**src/verilog/sbi_pkg.sv**
```systemverilog
// Operation
// - burst terminate hits only current burst bank
// - auto precharge state lasts until precharge ends
// - interrupted auto precharge burst starts own precharge
// - read over read: new data after latency
// - write ends read; mask one clock before
// - read ends write; last word one clock earlier
// - write ends write; last word previous clock
// - read interrupting auto precharge read starts precharge
// - write ends auto precharge read; precharge starts
// - read over auto precharge write: recovery first
// - write over auto precharge write: recovery first
// - gate low twice keeps low-power state
// - gate falling selects power-down, refresh, suspend
// - gate rising with nop leaves power-down
// - suspend exit; next command following edge
// - command encoding on select and strobe inputs
package sbi_pkg;
	localparam int BANKS = 4;
	localparam int BANK_W = 2;
	localparam int CNT_W = 4;
	localparam int CLOCK_PERIOD_NS = 25;
	localparam int PRECHARGE_PERIOD_NS = 20;
	localparam int ACTIVATE_TO_ACCESS_DELAY_NS = 20;
	localparam int WRITE_RECOVERY_PERIOD_NS = 15;
	localparam int SELF_REFRESH_EXIT_PERIOD_NS = 75;
	localparam logic [CNT_W-1:0] PRECHARGE_CYC =
		CNT_W'((PRECHARGE_PERIOD_NS + CLOCK_PERIOD_NS - 1) / CLOCK_PERIOD_NS);
	localparam logic [CNT_W-1:0] ACTIVATE_CYC =
		CNT_W'((ACTIVATE_TO_ACCESS_DELAY_NS + CLOCK_PERIOD_NS - 1) / CLOCK_PERIOD_NS);
	localparam logic [CNT_W-1:0] WRITE_RECOVERY_CYC =
		CNT_W'((WRITE_RECOVERY_PERIOD_NS + CLOCK_PERIOD_NS - 1) / CLOCK_PERIOD_NS);
	localparam logic [CNT_W-1:0] SELF_REFRESH_EXIT_CYC =
		CNT_W'((SELF_REFRESH_EXIT_PERIOD_NS + CLOCK_PERIOD_NS - 1) / CLOCK_PERIOD_NS);
	// row, column and write strobe patterns with select low
	localparam logic [2:0] PAT_NOP = 3'h7;
	localparam logic [2:0] PAT_ACTIVE = 3'h3;
	localparam logic [2:0] PAT_READ = 3'h5;
	localparam logic [2:0] PAT_WRITE = 3'h4;
	localparam logic [2:0] PAT_PRECHARGE = 3'h2;
	localparam logic [2:0] PAT_BST = 3'h6;
	localparam logic [2:0] PAT_REFRESH = 3'h1;
	typedef enum logic [3:0] {
		CMD_INHIBIT = 4'h0,
		CMD_NOP = 4'h1,
		CMD_ACTIVE = 4'h2,
		CMD_READ = 4'h3,
		CMD_WRITE = 4'h4,
		CMD_PRECHARGE = 4'h5,
		CMD_BST = 4'h6,
		CMD_REFRESH = 4'h7,
		CMD_MODE_LOAD = 4'h8
	} sbi_cmd_t;
	typedef enum logic [2:0] {
		ST_IDLE = 3'h0,
		ST_ACTIVATING = 3'h1,
		ST_ACTIVE = 3'h2,
		ST_READ = 3'h3,
		ST_WRITE = 3'h4,
		ST_READ_AP = 3'h5,
		ST_WRITE_AP = 3'h6,
		ST_PRECHARGING = 3'h7
	} sbi_bank_st_t;
	typedef enum logic [1:0] {
		PH_BURST = 2'h0,
		PH_RECOVER = 2'h1,
		PH_PRECHARGE = 2'h2
	} sbi_phase_t;
	typedef enum logic [2:0] {
		PWR_NORMAL = 3'h0,
		PWR_DOWN = 3'h1,
		PWR_SELF_REFRESH = 3'h2,
		PWR_SUSPEND = 3'h3,
		PWR_SR_EXIT = 3'h4
	} sbi_pwr_t;
endpackage
```
**src/verilog/sbi_bank_if.sv**
```systemverilog
`timescale 1ns/1ps
interface sbi_bank_if;
	logic act;
	logic rd;
	logic wr;
	logic pre;
	logic ap;
	logic stop;
	logic hold;
	sbi_pkg::sbi_bank_st_t state;
	modport ctrl (output act, rd, wr, pre, ap, stop, hold, input state);
	modport bank (input act, rd, wr, pre, ap, stop, hold, output state);
endinterface

```
**src/verilog/sbi_bank.sv**
```systemverilog
`timescale 1ns/1ps
module sbi_bank (
	input wire logic i_clock,
	input wire logic i_resetn,
	sbi_bank_if.bank bif
);
	import sbi_pkg::*;
	typedef struct packed {
		sbi_bank_st_t st;
		sbi_phase_t ph;
		logic [CNT_W-1:0] cnt;
	} sbi_bank_reg_t;
	localparam sbi_bank_reg_t BANK_RESET = '0;
	sbi_bank_reg_t s;
	sbi_bank_reg_t next_s;

	assign bif.state = s.st;

	always_comb begin
		next_s = s;
		if (s.cnt != '0) begin
			next_s.cnt = s.cnt - 1'b1;
		end
		case (s.st)
		ST_IDLE: begin
			if (bif.act) begin
				next_s.st = ST_ACTIVATING;
				next_s.cnt = ACTIVATE_CYC - 1'b1;
			end
		end
		ST_ACTIVATING: begin
			if (s.cnt == '0) begin
				next_s.st = ST_ACTIVE;
			end
		end
		ST_ACTIVE, ST_READ, ST_WRITE: begin
			if (bif.rd) begin
				next_s.ph = PH_BURST;
				next_s.st = bif.ap ? ST_READ_AP : ST_READ;
			end else if (bif.wr) begin
				next_s.ph = PH_BURST;
				next_s.st = bif.ap ? ST_WRITE_AP : ST_WRITE;
			end else if (bif.pre) begin
				next_s.st = ST_PRECHARGING;
				next_s.cnt = PRECHARGE_CYC - 1'b1;
			end else if (bif.stop) begin
				next_s.st = ST_ACTIVE;
			end
		end
		ST_READ_AP, ST_WRITE_AP: begin
			case (s.ph)
			PH_BURST: begin
				if (bif.stop && s.st == ST_WRITE_AP) begin
					next_s.ph = PH_RECOVER;
					next_s.cnt = WRITE_RECOVERY_CYC - 1'b1;
				end else if (bif.stop) begin
					next_s.ph = PH_PRECHARGE;
					next_s.cnt = PRECHARGE_CYC - 1'b1;
				end
			end
			PH_RECOVER: begin
				if (s.cnt == '0) begin
					next_s.ph = PH_PRECHARGE;
					next_s.cnt = PRECHARGE_CYC - 1'b1;
				end
			end
			default: begin
				if (s.cnt == '0) begin
					next_s.st = ST_IDLE;
					next_s.ph = PH_BURST;
				end
			end
			endcase
		end
		ST_PRECHARGING: begin
			if (s.cnt == '0) begin
				next_s.st = ST_IDLE;
			end
		end
		default: begin
			next_s = BANK_RESET;
		end
		endcase
		// gated internal clock freezes every timer too
		if (bif.hold) begin
			next_s = s;
		end
	end

	always_ff @(posedge i_clock) begin
		if (!i_resetn) begin
			s <= BANK_RESET;
		end else begin
			s <= next_s;
		end
	end
endmodule

```
**src/verilog/sbi_device.sv**
```systemverilog
`timescale 1ns/1ps
module sbi_device #(
	parameter int READ_LATENCY = 2,
	parameter int BURST_LEN = 4
) (
	input wire logic i_clock,
	input wire logic i_resetn,
	input wire logic i_cke,
	input wire logic i_cs_n,
	input wire logic i_ras_n,
	input wire logic i_cas_n,
	input wire logic i_we_n,
	input wire logic [sbi_pkg::BANK_W-1:0] i_bank,
	input wire logic i_auto_precharge,
	input wire logic i_dqm,
	output sbi_pkg::sbi_bank_st_t [sbi_pkg::BANKS-1:0] o_bank_state,
	output sbi_pkg::sbi_pwr_t o_power_mode,
	output logic [sbi_pkg::BANK_W-1:0] o_burst_bank,
	output logic o_burst_active,
	output logic o_read_drive,
	output logic o_write_capture
);
	import sbi_pkg::*;
	localparam int LEFT_W = $clog2(BURST_LEN + 1);
	typedef logic [READ_LATENCY-1:0] sbi_rpipe_t;
	typedef struct packed {
		logic cke_prev;
		sbi_pwr_t pwr;
		logic [CNT_W-1:0] xcnt;
		logic [BANK_W-1:0] owner;
		logic owner_wr;
		logic bursting;
		logic [LEFT_W-1:0] left;
		sbi_rpipe_t rpipe;
		logic dqm_d;
		logic drive;
		logic capture;
	} sbi_dev_reg_t;
	// all banks idle, normal power after initialization
	localparam sbi_dev_reg_t DEV_RESET = '0;

	sbi_dev_reg_t s;
	sbi_dev_reg_t next_s;
	sbi_cmd_t cmd;
	logic nop;
	logic ready;
	logic run;
	logic rdwr;
	logic word;
	logic all_idle;
	logic [BANKS-1:0] idle_vec;
	logic [BANKS-1:0] go_act;
	logic [BANKS-1:0] go_rd;
	logic [BANKS-1:0] go_wr;
	logic [BANKS-1:0] go_pre;
	logic [BANKS-1:0] go_stop;

	function automatic sbi_cmd_t decode(
		input logic cs_n,
		input logic [2:0] pat
	);
		sbi_cmd_t c;
		c = CMD_MODE_LOAD;
		if (cs_n) begin
			c = CMD_INHIBIT;
		end else begin
			case (pat)
			PAT_NOP: begin
				c = CMD_NOP;
			end
			PAT_ACTIVE: begin
				c = CMD_ACTIVE;
			end
			PAT_READ: begin
				c = CMD_READ;
			end
			PAT_WRITE: begin
				c = CMD_WRITE;
			end
			PAT_PRECHARGE: begin
				c = CMD_PRECHARGE;
			end
			PAT_BST: begin
				c = CMD_BST;
			end
			PAT_REFRESH: begin
				c = CMD_REFRESH;
			end
			default: begin
				c = CMD_MODE_LOAD;
			end
			endcase
		end
		return c;
	endfunction

	sbi_bank_if bif [BANKS] ();

	generate
		for (genvar g = 0; g < BANKS; g++) begin : g_bank
			assign bif[g].act = go_act[g];
			assign bif[g].rd = go_rd[g];
			assign bif[g].wr = go_wr[g];
			assign bif[g].pre = go_pre[g];
			assign bif[g].stop = go_stop[g];
			assign bif[g].ap = i_auto_precharge;
			assign bif[g].hold = !i_cke;
			assign o_bank_state[g] = bif[g].state;
			assign idle_vec[g] = bif[g].state == ST_IDLE;
			sbi_bank u_bank (
				.i_clock(i_clock),
				.i_resetn(i_resetn),
				.bif(bif[g])
			);
		end
	endgenerate

	assign all_idle = &idle_vec;
	assign o_power_mode = s.pwr;
	assign o_burst_bank = s.owner;
	assign o_burst_active = s.bursting;
	assign o_read_drive = s.drive;
	assign o_write_capture = s.capture;

	always_comb begin
		next_s = s;
		go_act = '0;
		go_rd = '0;
		go_wr = '0;
		go_pre = '0;
		go_stop = '0;
		word = 1'b0;
		cmd = decode(i_cs_n, {i_ras_n, i_cas_n, i_we_n});
		nop = cmd == CMD_NOP || cmd == CMD_INHIBIT;
		// self refresh exit ignores commands until its period ends
		ready = s.pwr == PWR_NORMAL || (s.pwr == PWR_SR_EXIT && s.xcnt == '0);
		run = ready && s.cke_prev && i_cke;
		rdwr = run && (cmd == CMD_READ || cmd == CMD_WRITE);
		next_s.cke_prev = i_cke;
		next_s.dqm_d = i_dqm;

		case ({s.cke_prev, i_cke})
		2'b10: begin
			if (ready && all_idle && nop) begin
				next_s.pwr = PWR_DOWN;
			end else if (ready && all_idle && cmd == CMD_REFRESH) begin
				next_s.pwr = PWR_SELF_REFRESH;
			end else if (ready && s.bursting) begin
				next_s.pwr = PWR_SUSPEND;
			end
		end
		2'b01: begin
			if (s.pwr == PWR_DOWN && nop) begin
				next_s.pwr = PWR_NORMAL;
			end else if (s.pwr == PWR_SELF_REFRESH && nop) begin
				next_s.pwr = PWR_SR_EXIT;
				next_s.xcnt = SELF_REFRESH_EXIT_CYC - 1'b1;
			end else if (s.pwr == PWR_SUSPEND) begin
				next_s.pwr = PWR_NORMAL;
			end
		end
		2'b11: begin
			if (s.pwr == PWR_SR_EXIT && s.xcnt == '0) begin
				next_s.pwr = PWR_NORMAL;
			end else if (s.pwr == PWR_SR_EXIT) begin
				next_s.xcnt = s.xcnt - 1'b1;
			end
		end
		default: begin
			next_s.pwr = s.pwr;
		end
		endcase

		// activate, read, write and precharge reach only their addressed bank, except precharge with auto precharge set, which reaches every bank
		if (run) begin
			case (cmd)
			CMD_ACTIVE: begin
				go_act[i_bank] = 1'b1;
			end
			CMD_READ: begin
				go_rd[i_bank] = 1'b1;
			end
			CMD_WRITE: begin
				go_wr[i_bank] = 1'b1;
			end
			CMD_PRECHARGE: begin
				if (i_auto_precharge) begin
					go_pre = '1;
				end else begin
					go_pre[i_bank] = 1'b1;
				end
			end
			default: begin
				go_pre = '0;
			end
			endcase
		end

		if (!i_cke) begin
			// suspended: burst and read pipe frozen, no write data taken
			next_s.capture = 1'b0;
		end else begin
			if (rdwr) begin
				if (s.bursting && s.owner != i_bank) begin
					go_stop[s.owner] = 1'b1;
				end
				next_s.owner = i_bank;
				next_s.owner_wr = cmd == CMD_WRITE;
				next_s.bursting = 1'b1;
				next_s.left = LEFT_W'(BURST_LEN - 1);
				word = 1'b1;
			end else if (s.bursting && run && cmd == CMD_BST) begin
				go_stop[s.owner] = 1'b1;
				next_s.bursting = 1'b0;
			end else if (s.bursting && run && cmd == CMD_PRECHARGE
				&& (i_auto_precharge || i_bank == s.owner)) begin
				next_s.bursting = 1'b0;
			end else if (s.bursting) begin
				word = 1'b1;
				next_s.left = s.left - 1'b1;
				if (s.left == LEFT_W'(1)) begin
					go_stop[s.owner] = 1'b1;
					next_s.bursting = 1'b0;
				end
			end
			// read words surface one latency after their edge
			next_s.rpipe = sbi_rpipe_t'({s.rpipe, word && !next_s.owner_wr});
			if (rdwr && cmd == CMD_WRITE) begin
				next_s.rpipe = '0;
			end
			next_s.capture = word && next_s.owner_wr && !i_dqm;
			// mask acts two edges late on reads, hence the delayed copy
			next_s.drive = next_s.rpipe[READ_LATENCY-1] && !s.dqm_d;
		end
	end

	always_ff @(posedge i_clock) begin
		if (!i_resetn) begin
			s <= DEV_RESET;
		end else begin
			s <= next_s;
		end
	end
endmodule

```
**config.mk**
```make
export PLATFORM = sky130hd
export DESIGN_NAME = sbi_device
export DESIGN_NICKNAME = d
export VERILOG_FILES = /design/src/verilog/sbi_pkg.sv /design/src/verilog/sbi_bank_if.sv /design/src/verilog/sbi_bank.sv /design/src/verilog/sbi_device.sv
export SDC_FILE = /design/constraint.sdc
export NUM_CORES = 1
export LEC_CHECK = 0
export ABC_AREA = 1
export BUFFER_PORTS_ARGS = -buffer_cell sky130_fd_sc_hd__buf_2
export CAP_MARGIN = 20
export CORE_AREA = 2 2 86 88
export CTS_BUF_LIST = sky130_fd_sc_hd__clkbuf_8 sky130_fd_sc_hd__clkbuf_16
export DETAILED_ROUTE_END_ITERATION = 10
export DIE_AREA = 0 0 88 90
export PLACE_DENSITY = 0.78
export SLEW_MARGIN = 20
export SYNTH_ARGS = -nofsm -noshare
export SYNTH_HDL_FRONTEND = slang
export SYNTH_SLANG_ARGS = --single-unit
```
**constraint.sdc**
```tcl
create_clock -name i_clock -period 2 [get_ports i_clock]
set_input_delay 0.1 -clock i_clock [delete_from_list [all_inputs] [get_ports i_clock]]
set_output_delay 0.1 -clock i_clock [all_outputs]
set_load 0.005 [all_outputs]
```
# After elaboration in Yosys (flattened, before gate mapping)
# Cells that the tools add are included.
# word_totals
output_inout_bits	20
word_cells	369
input_bits	11
reg_bits	55
# classes
reduce_logical	85
eq_ne	106
muxes	145
addsub	6
order_cmp	4
# op_table
operator	n
two-way mux 4 bit	43
two-way mux 3 bit	40
two-way mux 6 bit	12
equality test 3 bit (second input constant)	21
case mux 3 bit (5 select lines)	4
case mux 4 bit (3 select lines)	4
two-way mux 5 bit	8
case mux 4 bit (2 select lines)	5
equality test 3 x 2 -> 1 bit (second input constant)	12
!= test 2 x 1 -> 1 bit (second input constant)	17
case mux 2 bit (2 select lines)	8
case mux 4 bit (7 select lines)	1
AND reduction 7 bit	4
logical AND 1 bit	26
logical NOT 4 bit	6
!= test 3 x 2 -> 1 bit (second input constant)	8
AND reduction 6 bit	4
!= test 2 bit (second input constant)	11
equality test 3 x 1 -> 1 bit (second input constant)	7
!= test 5 bit (second input constant)	4
subtractor 4 x 1 -> 4 bit (second input constant)	5
equality test 4 x 3 -> 1 bit (second input constant)	4
!= test 4 x 3 -> 1 bit (second input constant)	4
nonzero test 4 bit	4
other kinds (26)	84

# Logic depth before layout (Yosys ltp)
# Gate-level depths: netlist of run 1.
# logic_depth
ltp_word	17
depth_mapped	17
mapped_depth_nobuf	17

# By module
# Synthesis of run 1 repeated with hierarchy kept, for this count alone.
# hier_totals
cells_unflattened	754
area_unflattened_um2	4478.0
# modules_own_cells
module	cells_per_inst	seq_area_each_um2	area_per_inst_um2	instances
sbi_bank (g_bank[2].u_bank ...)	133	180.2	793.3	2
sbi_bank (g_bank[0].u_bank ...)	127	180.2	725.7	2
sbi_device	234	380.4	1440.1	1

# Worst setup path after synthesis of run 1
# No wires, ideal clock.
# synth_path
path_type	register to register
from	register s[12] (netlist name)
to	register g_bank[2].u_bank.s, in the netlist g_bank[2].u_bank.bif.state[0]
path_stages_with_launch	14
n_path_buf	0
setup_ns	0.116
t_required_ns	1.884
slack_ns	0.190
period_less_slack_ns	1.810
arrival_ns	1.694
path_cell_list	dfxtp_1 inv_1 ha_1 nand2_1 nand2_2 nand3_4 inv_2 nand2_1 a21oi_1 nor2_1 nand3_1 nand2_2 o21ai_0 nor2_1
# synth_via
elab_chain_len	14
word_cells_on_any_way	25
cone_classes	eq/ne: 2; mux: 12; reduce/logical: 11
# synth_lines
item	line_no	rtl
from (decl)	sbi_device.sv:42	sbi_dev_reg_t s;
from (signal assigned)	sbi_device.sv:241	s <= next_s;
logical NOT 4 bit *	sbi_device.sv:136	ready = s.pwr == PWR_NORMAL || (s.pwr == PWR_SR_EXIT && s.xcnt == '0);
logical AND 1 bit *	sbi_device.sv:136	
logical OR 1 bit *	sbi_device.sv:136	
logical AND 1 bit * (2 in series)	sbi_device.sv:137	run = ready && s.cke_prev && i_cke;
logical AND 1 bit	sbi_device.sv:212, sbi_device.sv:215	
logical AND 1 bit	sbi_device.sv:215	end else if (s.bursting && run && cmd == CMD_PRECHARGE
logical AND 1 bit	sbi_device.sv:216	&& (i_auto_precharge || i_bank == s.owner)) begin
two-way mux 4 bit	sbi_device.sv:215	
two-way mux 4 bit	sbi_device.sv:212	end else if (s.bursting && run && cmd == CMD_BST) begin
two-way mux 4 bit	sbi_device.sv:203	if (rdwr) begin
two-way mux 4 bit	sbi_device.sv:199	if (!i_cke) begin
!= test 5 bit (no line)	--	
AND reduction 7 bit (no line)	--	
to (signal assigned)	sbi_bank.sv:94	s <= next_s;
to (decl)	sbi_bank.sv:14	sbi_bank_reg_t s;
# Mark *: on every way between the ends. The rest lies on a longest branch, timed or not.
# A chain may end at the register's enable or synchronous reset.

# Worst setup path after layout of run 1
# layout_path
from	register s[13] (netlist name)
to	register g_bank[0].u_bank.s[5] (netlist name)
# layout_via
elab_chain_len	16
word_cells_on_any_way	24
cone_classes	eq/ne: 2; mux: 10; reduce/logical: 12
# layout_lines
item	line_no	rtl
logical NOT 4 bit *	sbi_device.sv:136	
logical AND 1 bit *	sbi_device.sv:136	
logical OR 1 bit *	sbi_device.sv:136	
logical AND 1 bit * (2 in series)	sbi_device.sv:137	
logical AND 1 bit	sbi_device.sv:212, sbi_device.sv:215	
logical AND 1 bit	sbi_device.sv:215	
logical AND 1 bit	sbi_device.sv:216	
two-way mux 4 bit	sbi_device.sv:215	
two-way mux 4 bit	sbi_device.sv:212	
two-way mux 4 bit	sbi_device.sv:203	
two-way mux 4 bit	sbi_device.sv:199	
logical AND 1 bit	sbi_bank.sv:53	if (bif.stop && s.st == ST_WRITE_AP) begin
two-way mux 6 bit	sbi_bank.sv:53	
case mux 2 bit (2 select lines)	sbi_bank.sv:51	case (s.ph)
case mux 2 bit (2 select lines)	sbi_bank.sv:24	case (s.st)
to (signal assigned)	sbi_bank.sv:94	
to (decl)	sbi_bank.sv:14	
# Marked as above.

==> reports/qor.yml, run 1 <==
fillCellCount: 589
critPathSlowestCell: "sky130_fd_sc_hd__dfxtp_2"
postLayoutCellArea_mm2: 0.004818
library_cell_appearing_most_often_on_the_critical_path: "sky130_fd_sc_hd__nand2_1"
postSynthRegisterBits: 55
die_h_um: 90
first_global_vias: 4220
path_max_fanout: 6
synth_enable_flop_cells: 0
clock_transition_at_the_registers_of_the_reported_paths_ns: 0.10
n_antenna_cell: 0
final_common_cell: "sky130_fd_sc_hd__nand2_1"
p_leak_nw: 2.213
fin_nets: 750
timing.rr.end: "g_bank[0].u_bank.s[5]$_SDFFE_PN0P_"
numClockSinks: 55
initialDrtViolationCount: 372
critical_path_class: "flip-flop to flip-flop"
sequential_element_share_of_the_synthesized_area_pct: 26.45
global_route_wire_length_before_repair_um: 18380
timing.critical_path.slowest_cell_delay_ns: 0.34
layout.cells.most_common_list: "124 x sky130_fd_sc_hd__nand2_1, 105 x sky130_fd_sc_hd__inv_1, 89 x sky130_fd_sc_hd__nor2_1, 53 x sky130_fd_sc_hd__dfxtp_1, 50 x sky130_fd_sc_hd__a21oi_1"
tritoncts_clock_tree: "yes"
max_freq_ghz: 0.4978
clock_latency_ns: 0.31
horiz_die_dim_um: 88
timing.max_slew.rel_slack_pct: 67.70
worst_max_slew_pin_slew_ns: 0.4831
htreeDepth: 2
clock-skew-final_ns: 0.01298
post_dp_cell_area_mm2: 0.004379
core.rowCount: 31
setup.worst_path.end_class: "flip-flop"
timing.critical_path.from: "s[13]$_SDFFE_PN0P_"
design.portCount: 31
final.period_utilization_pct: 100.4
place.detailed.hpwl_um: 8197
crit_path_start_kind: "flip-flop"
critical_path.cell_chain: "inv_2, ha_4, nand2_4, nand2_4, nand3_4, buf_4, nor3_4, nand2_1, nand2_1, inv_1, nor3_2, nand2_2, inv_2, nand2_1, nand2_1, nor2_1"
fp.dieArea_mm2: 0.007920
fraction_of_layout_instances_using_a_drive_strength_above_1_pct: 18.52
synth_area_per_cell_um2: 6.042
number_of_antenna_violations_at_the_first_check_in_global_routing: 0
globalRouteTotalUtil_pct: 28.07
synth_area_mm2: 0.004163
status: "complete, but fails checks"
power_density_mw_per_mm2: 936.7
final_hold_vios: 0
synth_async_sr_flop_share_pct: 0
effective_utilization_at_floorplan_pct: 59.29
ctsLongestPathBuffers: 2
worst-r2r-cell-count: 16
setup_viol_count_final: 1
cp-endpoint: "g_bank[0].u_bank.s[5]$_SDFFE_PN0P_"
detail_route.vias_per_cell: 5.606
grt_remaining_overflow: 0
root_buffer: "sky130_fd_sc_hd__clkbuf_8"
final.min_clock_period_ns: 2.009
final.setup.worst_slack_ns: -0.008961
cap_violations: 0
drt_pre_antenna_iters: 5
vias: 4642
worst_ep_required_time_ns: 2.22
core_area_mm2: 0.007020
timing.hold.worst.class: "input pin to flip-flop"
failing_checks: "negative setup slack"
drcViolationCount: 0
numCtsBuffers: 5
synth-warning-count: 0
drt.antenna.violating_nets: 0
wl_um: 11390
port_bufs: 30
gp_congestion: 0.9695
rsz0062_at_grt: "yes"
cp_data_arrival_time_ns: 2.23
timing.reg2reg.setup_slack_ns: -0.009
ys.flop_type: "sky130_fd_sc_hd__dfxtp_1"
total_power_mw: 4.513
flow.area_growth_from_synthesis_pct: 15.75
synth_cell_type_count: 42
syn_inst: 689
synth.net_count: 711
final_max_slew_viol_count: 0
grt_start_max_net_pins: 21
post_drt_wl_per_cell_um: 13.76
r2r-start: "s[13]$_SDFFE_PN0P_"
vdd_drop_max_v: 0.0005863
==> how the worst min path moves through the flow <==
stage / from / endpoint / slack [ns] / cells past startpoint
2_1_floorplan: i_dqm / o_write_capture$_SDFF_PN0_ / 0.18 / 1
3_3_place_gp: i_dqm / s[2]$_SDFF_PN0_ / 0.34 / 3
3_5_place_dp: i_dqm / s[2]$_SDFF_PN0_ / 0.33 / 3
4_1_cts: i_dqm / o_write_capture$_SDFF_PN0_ / 0.002 / 2
5_1_grt: i_resetn / s[2]$_SDFF_PN0_ / 0.11 / 3
6_report: i_resetn / s[2]$_SDFF_PN0_ / 0.12 / 3
==> synth_stat cells, types with 4 or more instances <==
library cell / number / area [µm²]
sky130_fd_sc_hd__clkbuf_1: 4 / 15.01
sky130_fd_sc_hd__nor2_1: 94 / 352.8
sky130_fd_sc_hd__a211oi_1: 4 / 30.03
sky130_fd_sc_hd__inv_2: 9 / 33.78
sky130_fd_sc_hd__ha_1: 11 / 137.6
sky130_fd_sc_hd__nand4_1: 18 / 112.6
sky130_fd_sc_hd__buf_2: 4 / 20.02
sky130_fd_sc_hd__o21ai_0: 43 / 215.2
sky130_fd_sc_hd__buf_4: 17 / 127.6
sky130_fd_sc_hd__nand3_1: 42 / 210.2
sky130_fd_sc_hd__xor2_1: 4 / 35.03
sky130_fd_sc_hd__dfxtp_1: 55 / 1101
sky130_fd_sc_hd__nor3_1: 25 / 125.1
sky130_fd_sc_hd__inv_1: 108 / 405.4
sky130_fd_sc_hd__nor2_2: 5 / 31.28
sky130_fd_sc_hd__nor4_1: 6 / 37.54
sky130_fd_sc_hd__nand2_2: 8 / 50.05
sky130_fd_sc_hd__o21ai_1: 8 / 40.04
sky130_fd_sc_hd__a21oi_1: 55 / 275.3
sky130_fd_sc_hd__nand2_1: 133 / 499.2
sky130_fd_sc_hd__a31oi_1: 4 / 25.02
==> cells by family (layout without fill, tap and decap cells) <==
logic type | Yosys count | count (layout) | share of synthesized area, %
flip-flops | 55 | 55 | 26.45
AO/OA/AOI/OAI | 128 | 128 | 16.74
adder cells (fa/ha/maj) | 11 | 11 | 3.306
AND/OR/NAND/NOR | 344 | 344 | 37.18
XOR/XNOR | 6 | 6 | 1.262
buffers and inverters | 145 | 185 | 15.06
==> registers in the layout, summed over array words and instances, names as in the netlist <==
name	cells
g_bank.u_bank.s	24
g_bank.u_bank.bif.state	12
s	11
o_write_capture	1
o_burst_active	1
o_burst_bank	2
o_power_mode	3
o_read_drive	1
==> area by class of cell <==
cell class	count	area [µm²]	share of cell area, %
inverter	119	451.7	9.374
timing repair buffer	58	382.9	7.946
clock buffer	7	96.34	1.999
multi-input combinational	489	2653	55.05
tap	99	123.9	2.571
sequential	55	1104	22.90
clock inverter	1	7.507	0.1558
==> routing by layer <==
layer,up-vias,part of all wire (%),track usage (%)
li1,2310,-,-
met1,2085,43,37.32
met2,218,47,45.33
met3,29,7.0,3.581
met4,0,2.8,11.54
met5,-,0,0
==> where the power goes <==
group	internal, mW	switching [mW]
Clock	0.316	0.371
Sequential	1.28	0.177
Combinational	0.877	1.49
Total	2.47	2.04
==> what timing repair did <==
| item | in CTS | in global routing |
|---|---|---|
| hold buffers | 0 | 1 |
| resized for setup | 3 | 66 |
| hold endpoints to repair | 0 | 1 |
| endpoints found under the setup margin | 23 | 40 |
| pin swaps | 0 | 12 |
| buffers inserted | 2 | 9 |
| cloned | 0 | 0 |
==> worst max-delay path, delay by kind of cell, from the launching register on <==
family                     cells  cell delay (ns)
buffers and inverters          4             0.40
DFF                            1             0.34
and+or+nand+nor               11             1.04
adders and majority gates      1             0.15
==> metrics by stage <==
step / worst slack (ns) / utilization (%) / std cells / hold WS, ns / TNS, ns
floorplan: 0.1902 / - / 689 / 0.1785 / 0
global placement: -0.002585 / 62.38 / 808 / 0.3388 / -0.002585
detailed placement: -0.09222 / 62.38 / 808 / 0.3349 / -0.7759
CTS: -0.03098 / 64.25 / 818 / 0.001672 / -0.07953
global route: -0.1508 / 68.63 / 828 / 0.1069 / -1.258
finish: -0.008961 / 68.63 / 828 / 0.1164 / -0.008961
Power figures use the tool's default switching activity.
==> run 2: changes to the inputs <==
--- a/config.mk
+++ b/config.mk
@@ -12,6 +12,7 @@
 export CTS_BUF_LIST = sky130_fd_sc_hd__clkbuf_8 sky130_fd_sc_hd__clkbuf_16
 export DETAILED_ROUTE_END_ITERATION = 10
 export DIE_AREA = 0 0 88 90
+export MAX_ROUTING_LAYER = met4
 export PLACE_DENSITY = 0.78
 export SLEW_MARGIN = 20
 export SYNTH_ARGS = -nofsm -noshare
==> reports/qor.yml, run 2 (same netlist as run 1, synthesis figures left out) <==
status: "complete, no violations"  # was complete, but fails checks
gp_congestion: 1.032  # was 0.9695
initialDrtViolationCount: 328  # was 372
rsz0062_at_grt: "yes"  # unchanged
critical_path.cell_chain: "nand2_2, inv_2, nand3_4, buf_12, clkinv_8, nand3_4, o21bai_4, nand2_1, nor3_2, nand2_2, o21ai_2, nor2_1"  # was inv_2, ha_4, nand2_4, nand2_4, nand3_4, buf_4, nor3_4, nand2_1, nand2_1, inv_1, nor3_2, nand2_2, inv_2, nand2_1, nand2_1, nor2_1
final.setup.worst_slack_ns: 0.02307  # was -0.008961 ns
fraction_of_layout_instances_using_a_drive_strength_above_1_pct: 20.11  # was 18.52%
setup.worst_path.end_class: "flip-flop"  # unchanged
drt_pre_antenna_iters: 5  # unchanged
final_max_slew_viol_count: 0  # unchanged
numClockSinks: 55  # unchanged
setup_viol_count_final: 0  # was 1
power_density_mw_per_mm2: 943.8  # was 936.7 mW/mm²
core.rowCount: 31  # unchanged
path_max_fanout: 4  # was 6
fin_nets: 747  # was 750
port_bufs: 30  # unchanged
p_leak_nw: 2.224  # was 2.213 nW
htreeDepth: 2  # unchanged
post_drt_wl_per_cell_um: 13.92  # was 13.76 µm
crit_family: "simple AND/OR/NAND/NOR gates"  # unchanged
ctsLongestPathBuffers: 2  # unchanged
final_common_cell: "sky130_fd_sc_hd__nand2_1"  # unchanged
worst-path-buf-inv: 3  # was 4
clock_latency_ns: 0.33  # was 0.31 ns
timing.hold.worst.class: "input pin to flip-flop"  # unchanged
globalRouteTotalUtil_pct: 28.42  # was 28.07%
layout.cells.most_common_list: "120 x sky130_fd_sc_hd__nand2_1, 103 x sky130_fd_sc_hd__inv_1, 89 x sky130_fd_sc_hd__nor2_1, 53 x sky130_fd_sc_hd__dfxtp_1, 49 x sky130_fd_sc_hd__a21oi_1"  # was 124 x sky130_fd_sc_hd__nand2_1, 105 x sky130_fd_sc_hd__inv_1, 89 x sky130_fd_sc_hd__nor2_1, 53 x sky130_fd_sc_hd__dfxtp_1, 50 x sky130_fd_sc_hd__a21oi_1
drt.antenna.violating_nets: 0  # unchanged
clock_transition_at_the_registers_of_the_reported_paths_ns: 0.11  # was 0.10 ns
pre_cts_ws_ns: -0.03465  # was -0.09222 ns
critical_path_class: "flip-flop to flip-flop"  # unchanged
timing.critical_path.slowest_cell_delay_ns: 0.45  # was 0.34 ns
global_route_wire_length_before_repair_um: 17930  # was 18380 µm
timing.hold.ws_ns: 0.08850  # was 0.1164 ns
drcViolationCount: 0  # unchanged
final_hold_vios: 0  # unchanged
final.period_utilization_pct: 98.85  # was 100.4%
grt_start_max_net_pins: 22  # was 21
vdd_drop_max_v: 0.0005171  # was 0.0005863 V
detail_route.vias_per_cell: 5.526  # was 5.606
numCtsBuffers: 5  # unchanged
number_of_antenna_violations_at_the_first_check_in_global_routing: 0  # unchanged
root_buffer: "sky130_fd_sc_hd__clkbuf_8"  # unchanged
crit_path_start_kind: "flip-flop"  # unchanged
n_antenna_cell: 0  # unchanged
design.portCount: 31  # unchanged
max_freq_ghz: 0.5058  # was 0.4978 GHz
place.detailed.hpwl_um: 8140  # was 8197 µm
largest_register_ffs: 24  # unchanged
grt_remaining_overflow: 0  # unchanged
horiz_die_dim_um: 88  # unchanged
cap_violations: 0  # unchanged
worst_ep_required_time_ns: 2.23  # was 2.22 ns
vias: 4559  # was 4642
clock-skew-final_ns: 0.01460  # was 0.01298 ns
core_area_mm2: 0.007020  # unchanged
flow.area_growth_from_synthesis_pct: 17.01  # was 15.75%
worst_max_slew_pin_slew_ns: 0.4897  # was 0.4831 ns
first_global_vias: 4031  # was 4220
registers.top_by_ff_count: "g_bank.u_bank.s"  # unchanged
critPathSlowestCell: "sky130_fd_sc_hd__dfxtp_1"  # was sky130_fd_sc_hd__dfxtp_2
tritoncts_clock_tree: "yes"  # unchanged
effective_utilization_at_floorplan_pct: 59.29  # unchanged
cp_data_arrival_time_ns: 2.21  # was 2.23 ns
final.min_clock_period_ns: 1.977  # was 2.009 ns
die_h_um: 90  # unchanged
fp.dieArea_mm2: 0.007920  # unchanged
wl_um: 11480  # was 11390 µm
timing.max_slew.rel_slack_pct: 67.25  # was 67.70%
-- run 2: cell count changes in the layout (fill, tap and decap cells not counted), sizes merged --
cell	delta
buf	-4
nand2	+1
clkinvlp	+1
clkinv	+1
clkbuf	-2
-- run 2: cell type report --
| class | instances | area [µm²] |
|---|---|---|
| inverter | 119 | 461.7 |
| fill | 622 | 2150 |
| multi-input combinational | 490 | 2736 |
| clock buffer | 5 | 68.82 |
| timing repair buffer | 54 | 352.8 |
| tap | 99 | 123.9 |
| sequential | 55 | 1104 |
| clock inverter | 3 | 23.77 |
-- run 2: worst paths after layout --
kind,slack (ns),from,cells after the start,to
max,0.02,s[19]$_SDFF_PN0_,12,g_bank[1].u_bank.bif.state[1]$_SDFFE_PN0P_
min,0.09,i_resetn,3,s[2]$_SDFF_PN0_
max reg2reg,0.02,s[19]$_SDFF_PN0_,12,g_bank[1].u_bank.bif.state[1]$_SDFFE_PN0P_
min reg2reg,0.44,s[2]$_SDFF_PN0_,1,o_read_drive$_SDFFE_PN0P_
-- run 2: power breakdown --
group          switching (mW)  internal (mW)
Sequential              0.179           1.28
Combinational            1.54          0.933
Clock                   0.412          0.252
-- run 2: stage by stage --
| step | util [%] | total power [mW] | setup TNS, ns | cell area (µm²) | std cells |
|---|---|---|---|---|---|
| floorplan | - | 3.175 | 0 | 4163 | 689 |
| global placement | 62.70 | 3.635 | 0 | 4402 | 811 |
| detailed placement | 62.70 | 3.694 | -0.09257 | 4402 | 811 |
| CTS | 64.46 | 4.357 | 0 | 4526 | 820 |
| global route | 69.38 | 5.012 | -0.7745 | 4871 | 825 |
| finish | 69.38 | 4.597 | 0 | 4871 | 825 |
-- run 2: what timing repair did --
action                     4_1_cts  5_1_grt
buffers inserted                 0        4
gates cloned                     0        1
setup endpoints to repair       14       41
resized for setup                5       84
hold endpoints to repair         2        0
hold buffers                     1        0
pin swaps                        0       26
-- run 2: tightest hold or removal path, delay by kind of cell --
| family | cells | cell delay [ns] |
|---|---|---|
| AND/OR/NAND/NOR | 1 | 0.08 |
| buffers and inverters | 2 | 0.20 |
-- run 2: routing by layer --
layer / routed length [µm] / share of wire (%) / vias to the layer above / global-route usage [%]
li1: - / - / 2305 / -
met1: 5170 / 45 / 2075 / 37.20
met2: 5315 / 46 / 151 / 45.01
met3: 658 / 5.7 / 28 / 3.949
met4: 337 / 2.9 / 0 / 8.974
met5: 0 / 0 / - / -
==> run 3: changes to the inputs <==
--- a/config.mk
+++ b/config.mk
@@ -12,8 +12,9 @@
 export CTS_BUF_LIST = sky130_fd_sc_hd__clkbuf_8 sky130_fd_sc_hd__clkbuf_16
 export DETAILED_ROUTE_END_ITERATION = 10
 export DIE_AREA = 0 0 88 90
+export HOLD_SLACK_MARGIN = 0.1
 export MAX_ROUTING_LAYER = met4
-export PLACE_DENSITY = 0.78
+export PLACE_DENSITY = 0.79
 export SLEW_MARGIN = 20
 export SYNTH_ARGS = -nofsm -noshare
 export SYNTH_HDL_FRONTEND = slang
==> reports/qor.yml, run 3 (same netlist as run 1, synthesis figures left out) <==
status: "complete, no violations"  # unchanged
setup_viol_count_final: 0  # unchanged
critical_path.cell_chain: "inv_2, ha_4, nand2_4, nand2_4, nand3_2, nor3_4, buf_4, nor2_1, a21oi_2, nor2_4, nand2_1, xor2_1, nor2_1"  # was nand2_2, inv_2, nand3_4, buf_12, clkinv_8, nand3_4, o21bai_4, nand2_1, nor3_2, nand2_2, o21ai_2, nor2_1
initialDrtViolationCount: 304  # was 328
critPathSlowestCell: "sky130_fd_sc_hd__dfxtp_2"  # was sky130_fd_sc_hd__dfxtp_1
horiz_die_dim_um: 88  # unchanged
worst-path-buf-inv: 2  # was 3
cp_data_arrival_time_ns: 2.18  # was 2.21 ns
layout.cells.most_common_list: "123 x sky130_fd_sc_hd__nand2_1, 101 x sky130_fd_sc_hd__inv_1, 89 x sky130_fd_sc_hd__nor2_1, 53 x sky130_fd_sc_hd__dfxtp_1, 48 x sky130_fd_sc_hd__a21oi_1"  # was 120 x sky130_fd_sc_hd__nand2_1, 103 x sky130_fd_sc_hd__inv_1, 89 x sky130_fd_sc_hd__nor2_1, 53 x sky130_fd_sc_hd__dfxtp_1, 49 x sky130_fd_sc_hd__a21oi_1
grt_start_max_net_pins: 20  # was 22
gp_congestion: 0.9617  # was 1.032
crit_family: "simple AND/OR/NAND/NOR gates"  # unchanged
max_freq_ghz: 0.5105  # was 0.5058 GHz
fp.dieArea_mm2: 0.007920  # unchanged
post_dp_cell_area_mm2: 0.004387  # was 0.004402 mm²
post_drt_wl_per_cell_um: 13.50  # was 13.92 µm
sw_frac_of_total_pct: 46.28  # was 46.37%
drt_pre_antenna_iters: 7  # was 5
design.portCount: 31  # unchanged
timing.hold.worst.class: "input pin to flip-flop"  # unchanged
fillCellCount: 616  # was 622
final_max_slew_viol_count: 0  # unchanged
drcViolationCount: 0  # unchanged
drt.antenna.violating_nets: 0  # unchanged
numCtsBuffers: 5  # unchanged
effective_utilization_at_floorplan_pct: 59.29  # unchanged
clock_latency_ns: 0.33  # about the same
final.min_clock_period_ns: 1.959  # was 1.977 ns
die_h_um: 90  # unchanged
p_clk_share_pct: 14.8  # was 14.5%
final_hold_vios: 0  # unchanged
root_buffer: "sky130_fd_sc_hd__clkbuf_8"  # unchanged
timing.critical_path.slowest_cell_delay_ns: 0.34  # was 0.45 ns
port_bufs: 30  # unchanged
numClockSinks: 55  # unchanged
clock_transition_at_the_registers_of_the_reported_paths_ns: 0.11  # about the same
internal_power_mw: 2.436  # was 2.466 mW
fraction_of_layout_instances_using_a_drive_strength_above_1_pct: 19.92  # was 20.11%
p_sw_mw: 2.099  # was 2.132 mW
postLayoutCellArea_mm2: 0.004855  # was 0.004871 mm²
clock-skew-final_ns: 0.01347  # was 0.01460 ns
path_max_fanout: 7  # was 4
flow.area_growth_from_synthesis_pct: 16.62  # was 17.01%
worst-r2r-cell-count: 13  # was 12
vias: 4606  # was 4559
vdd_drop_max_v: 0.0005926  # was 0.0005171 V
cap_violations: 0  # unchanged
timing.max_slew.rel_slack_pct: 67.97  # was 67.25%
globalRouteTotalUtil_pct: 28.36  # was 28.42%
worstHoldStart: "i_resetn"  # unchanged
cp-endpoint: "s[7]$_SDFFE_PN0P_"  # was g_bank[1].u_bank.bif.state[1]$_SDFFE_PN0P_
registers.top_by_ff_count: "g_bank.u_bank.s"  # unchanged
worst-path-stages: 13  # was 12
ctsLongestPathBuffers: 2  # unchanged
setup.worst_path.end_class: "flip-flop"  # unchanged
largest_register_ffs: 24  # unchanged
detail_route.vias_per_cell: 5.563  # was 5.526
crit_path_start_kind: "flip-flop"  # unchanged
timing.reg2reg.setup_slack_ns: 0.04  # was 0.02 ns
wl_um: 11180  # was 11480 µm
combinationalPowerShare_pct: 52.9  # was 53.8%
timing.critical_path.from: "s[13]$_SDFFE_PN0P_"  # was s[19]$_SDFF_PN0_
timing.rr.end: "s[7]$_SDFFE_PN0P_"  # was g_bank[1].u_bank.bif.state[1]$_SDFFE_PN0P_
p_leak_nw: 2.240  # was 2.224 nW
final.period_utilization_pct: 97.94  # was 98.85%
number_of_antenna_violations_at_the_first_check_in_global_routing: 1  # was 0
finish.cell_count_without_fillers: 828  # was 825
first_global_vias: 4046  # was 4031
tritoncts_clock_tree: "yes"  # unchanged
core_area_mm2: 0.007020  # unchanged
critical_path_class: "flip-flop to flip-flop"  # unchanged
totalNegativeSetupSlack_ns: 0  # unchanged
r2r-start: "s[13]$_SDFFE_PN0P_"  # was s[19]$_SDFF_PN0_
place.detailed.hpwl_um: 8131  # was 8140 µm
seq_power_share_pct: 32.3  # was 31.7%
worst_max_slew_pin_slew_ns: 0.4790  # was 0.4897 ns
worst_ep_required_time_ns: 2.23  # about the same
dp.cells: 809  # was 811
power_density_mw_per_mm2: 934.1  # was 943.8 mW/mm²
timing.hold.ws_ns: 0.1369  # was 0.08850 ns
layout.core_utilization_pct: 69.15  # was 69.38%
grt_remaining_overflow: 0  # unchanged
rsz0062_at_grt: "yes"  # unchanged
htreeDepth: 2  # unchanged
fin_nets: 749  # was 747
final_common_cell: "sky130_fd_sc_hd__nand2_1"  # unchanged
core.rowCount: 31  # unchanged
global_route_wire_length_before_repair_um: 17880  # was 17930 µm
==> run 3: routing by layer <==
metal / wire length (µm) / track usage (%)
met4: 286 / 8.205
met5: 0 / -
met2: 5290 / 46.28
met1: 4952 / 35.95
met3: 648 / 4.500
==> run 3: area by class of cell <==
class,count,area (µm²),area share [%]
Multi-Input combinational cell,490,2720,56.03
Sequential cell,55,1104,22.73
Inverter,119,454.2,9.356
Timing Repair Buffer,56,355.3,7.320
Tap cell,99,123.9,2.552
Clock buffer,5,68.82,1.418
Clock inverter,3,26.28,0.5412
Antenna cell,1,2.502,0.05155
==> run 3: repair_timing <==
action	4_1_cts	5_1_grt
gates cloned	1	0
hold endpoints to repair	2	0
pin swaps	6	14
setup endpoints to repair	27	42
setup buffers	1	7
resized for setup	12	71
hold buffers	1	0
==> run 3: metrics by stage <==
stage / power [mW] / worst slack, ns
4_1_cts: 4.333 / -0.01338
3_3_place_gp: 3.588 / -0.01112
5_1_grt: 4.929 / -0.04879
2_1_floorplan: 3.175 / 0.1902
6_report: 4.535 / 0.04115
3_5_place_dp: 3.654 / -0.1232
==> run 3: how the worst min path moves through the flow <==
stage | endpoint | depth (start not counted)
floorplan | o_write_capture$_SDFF_PN0_ | 1
global placement | o_write_capture$_SDFF_PN0_ | 2
detailed placement | o_write_capture$_SDFF_PN0_ | 2
CTS | s[2]$_SDFF_PN0_ | 3
global route | s[2]$_SDFF_PN0_ | 3
finish | s[2]$_SDFF_PN0_ | 3
==> run 3: power by group through the flow <==
stage,combinational (mW),sequential (mW),clock [mW]
final,2.40,1.46,0.671
after global routing,2.71,1.49,0.721
after CTS,2.21,1.45,0.678
after floorplan,1.74,1.44,0
after global placement,2.12,1.46,0
after detailed placement,2.18,1.47,0
==> run 3: worst min-delay path: cells and delay by family <==
family	cells	cell delay [ns]
buffers and inverters	2	0.24
and+or+nand+nor	1	0.10
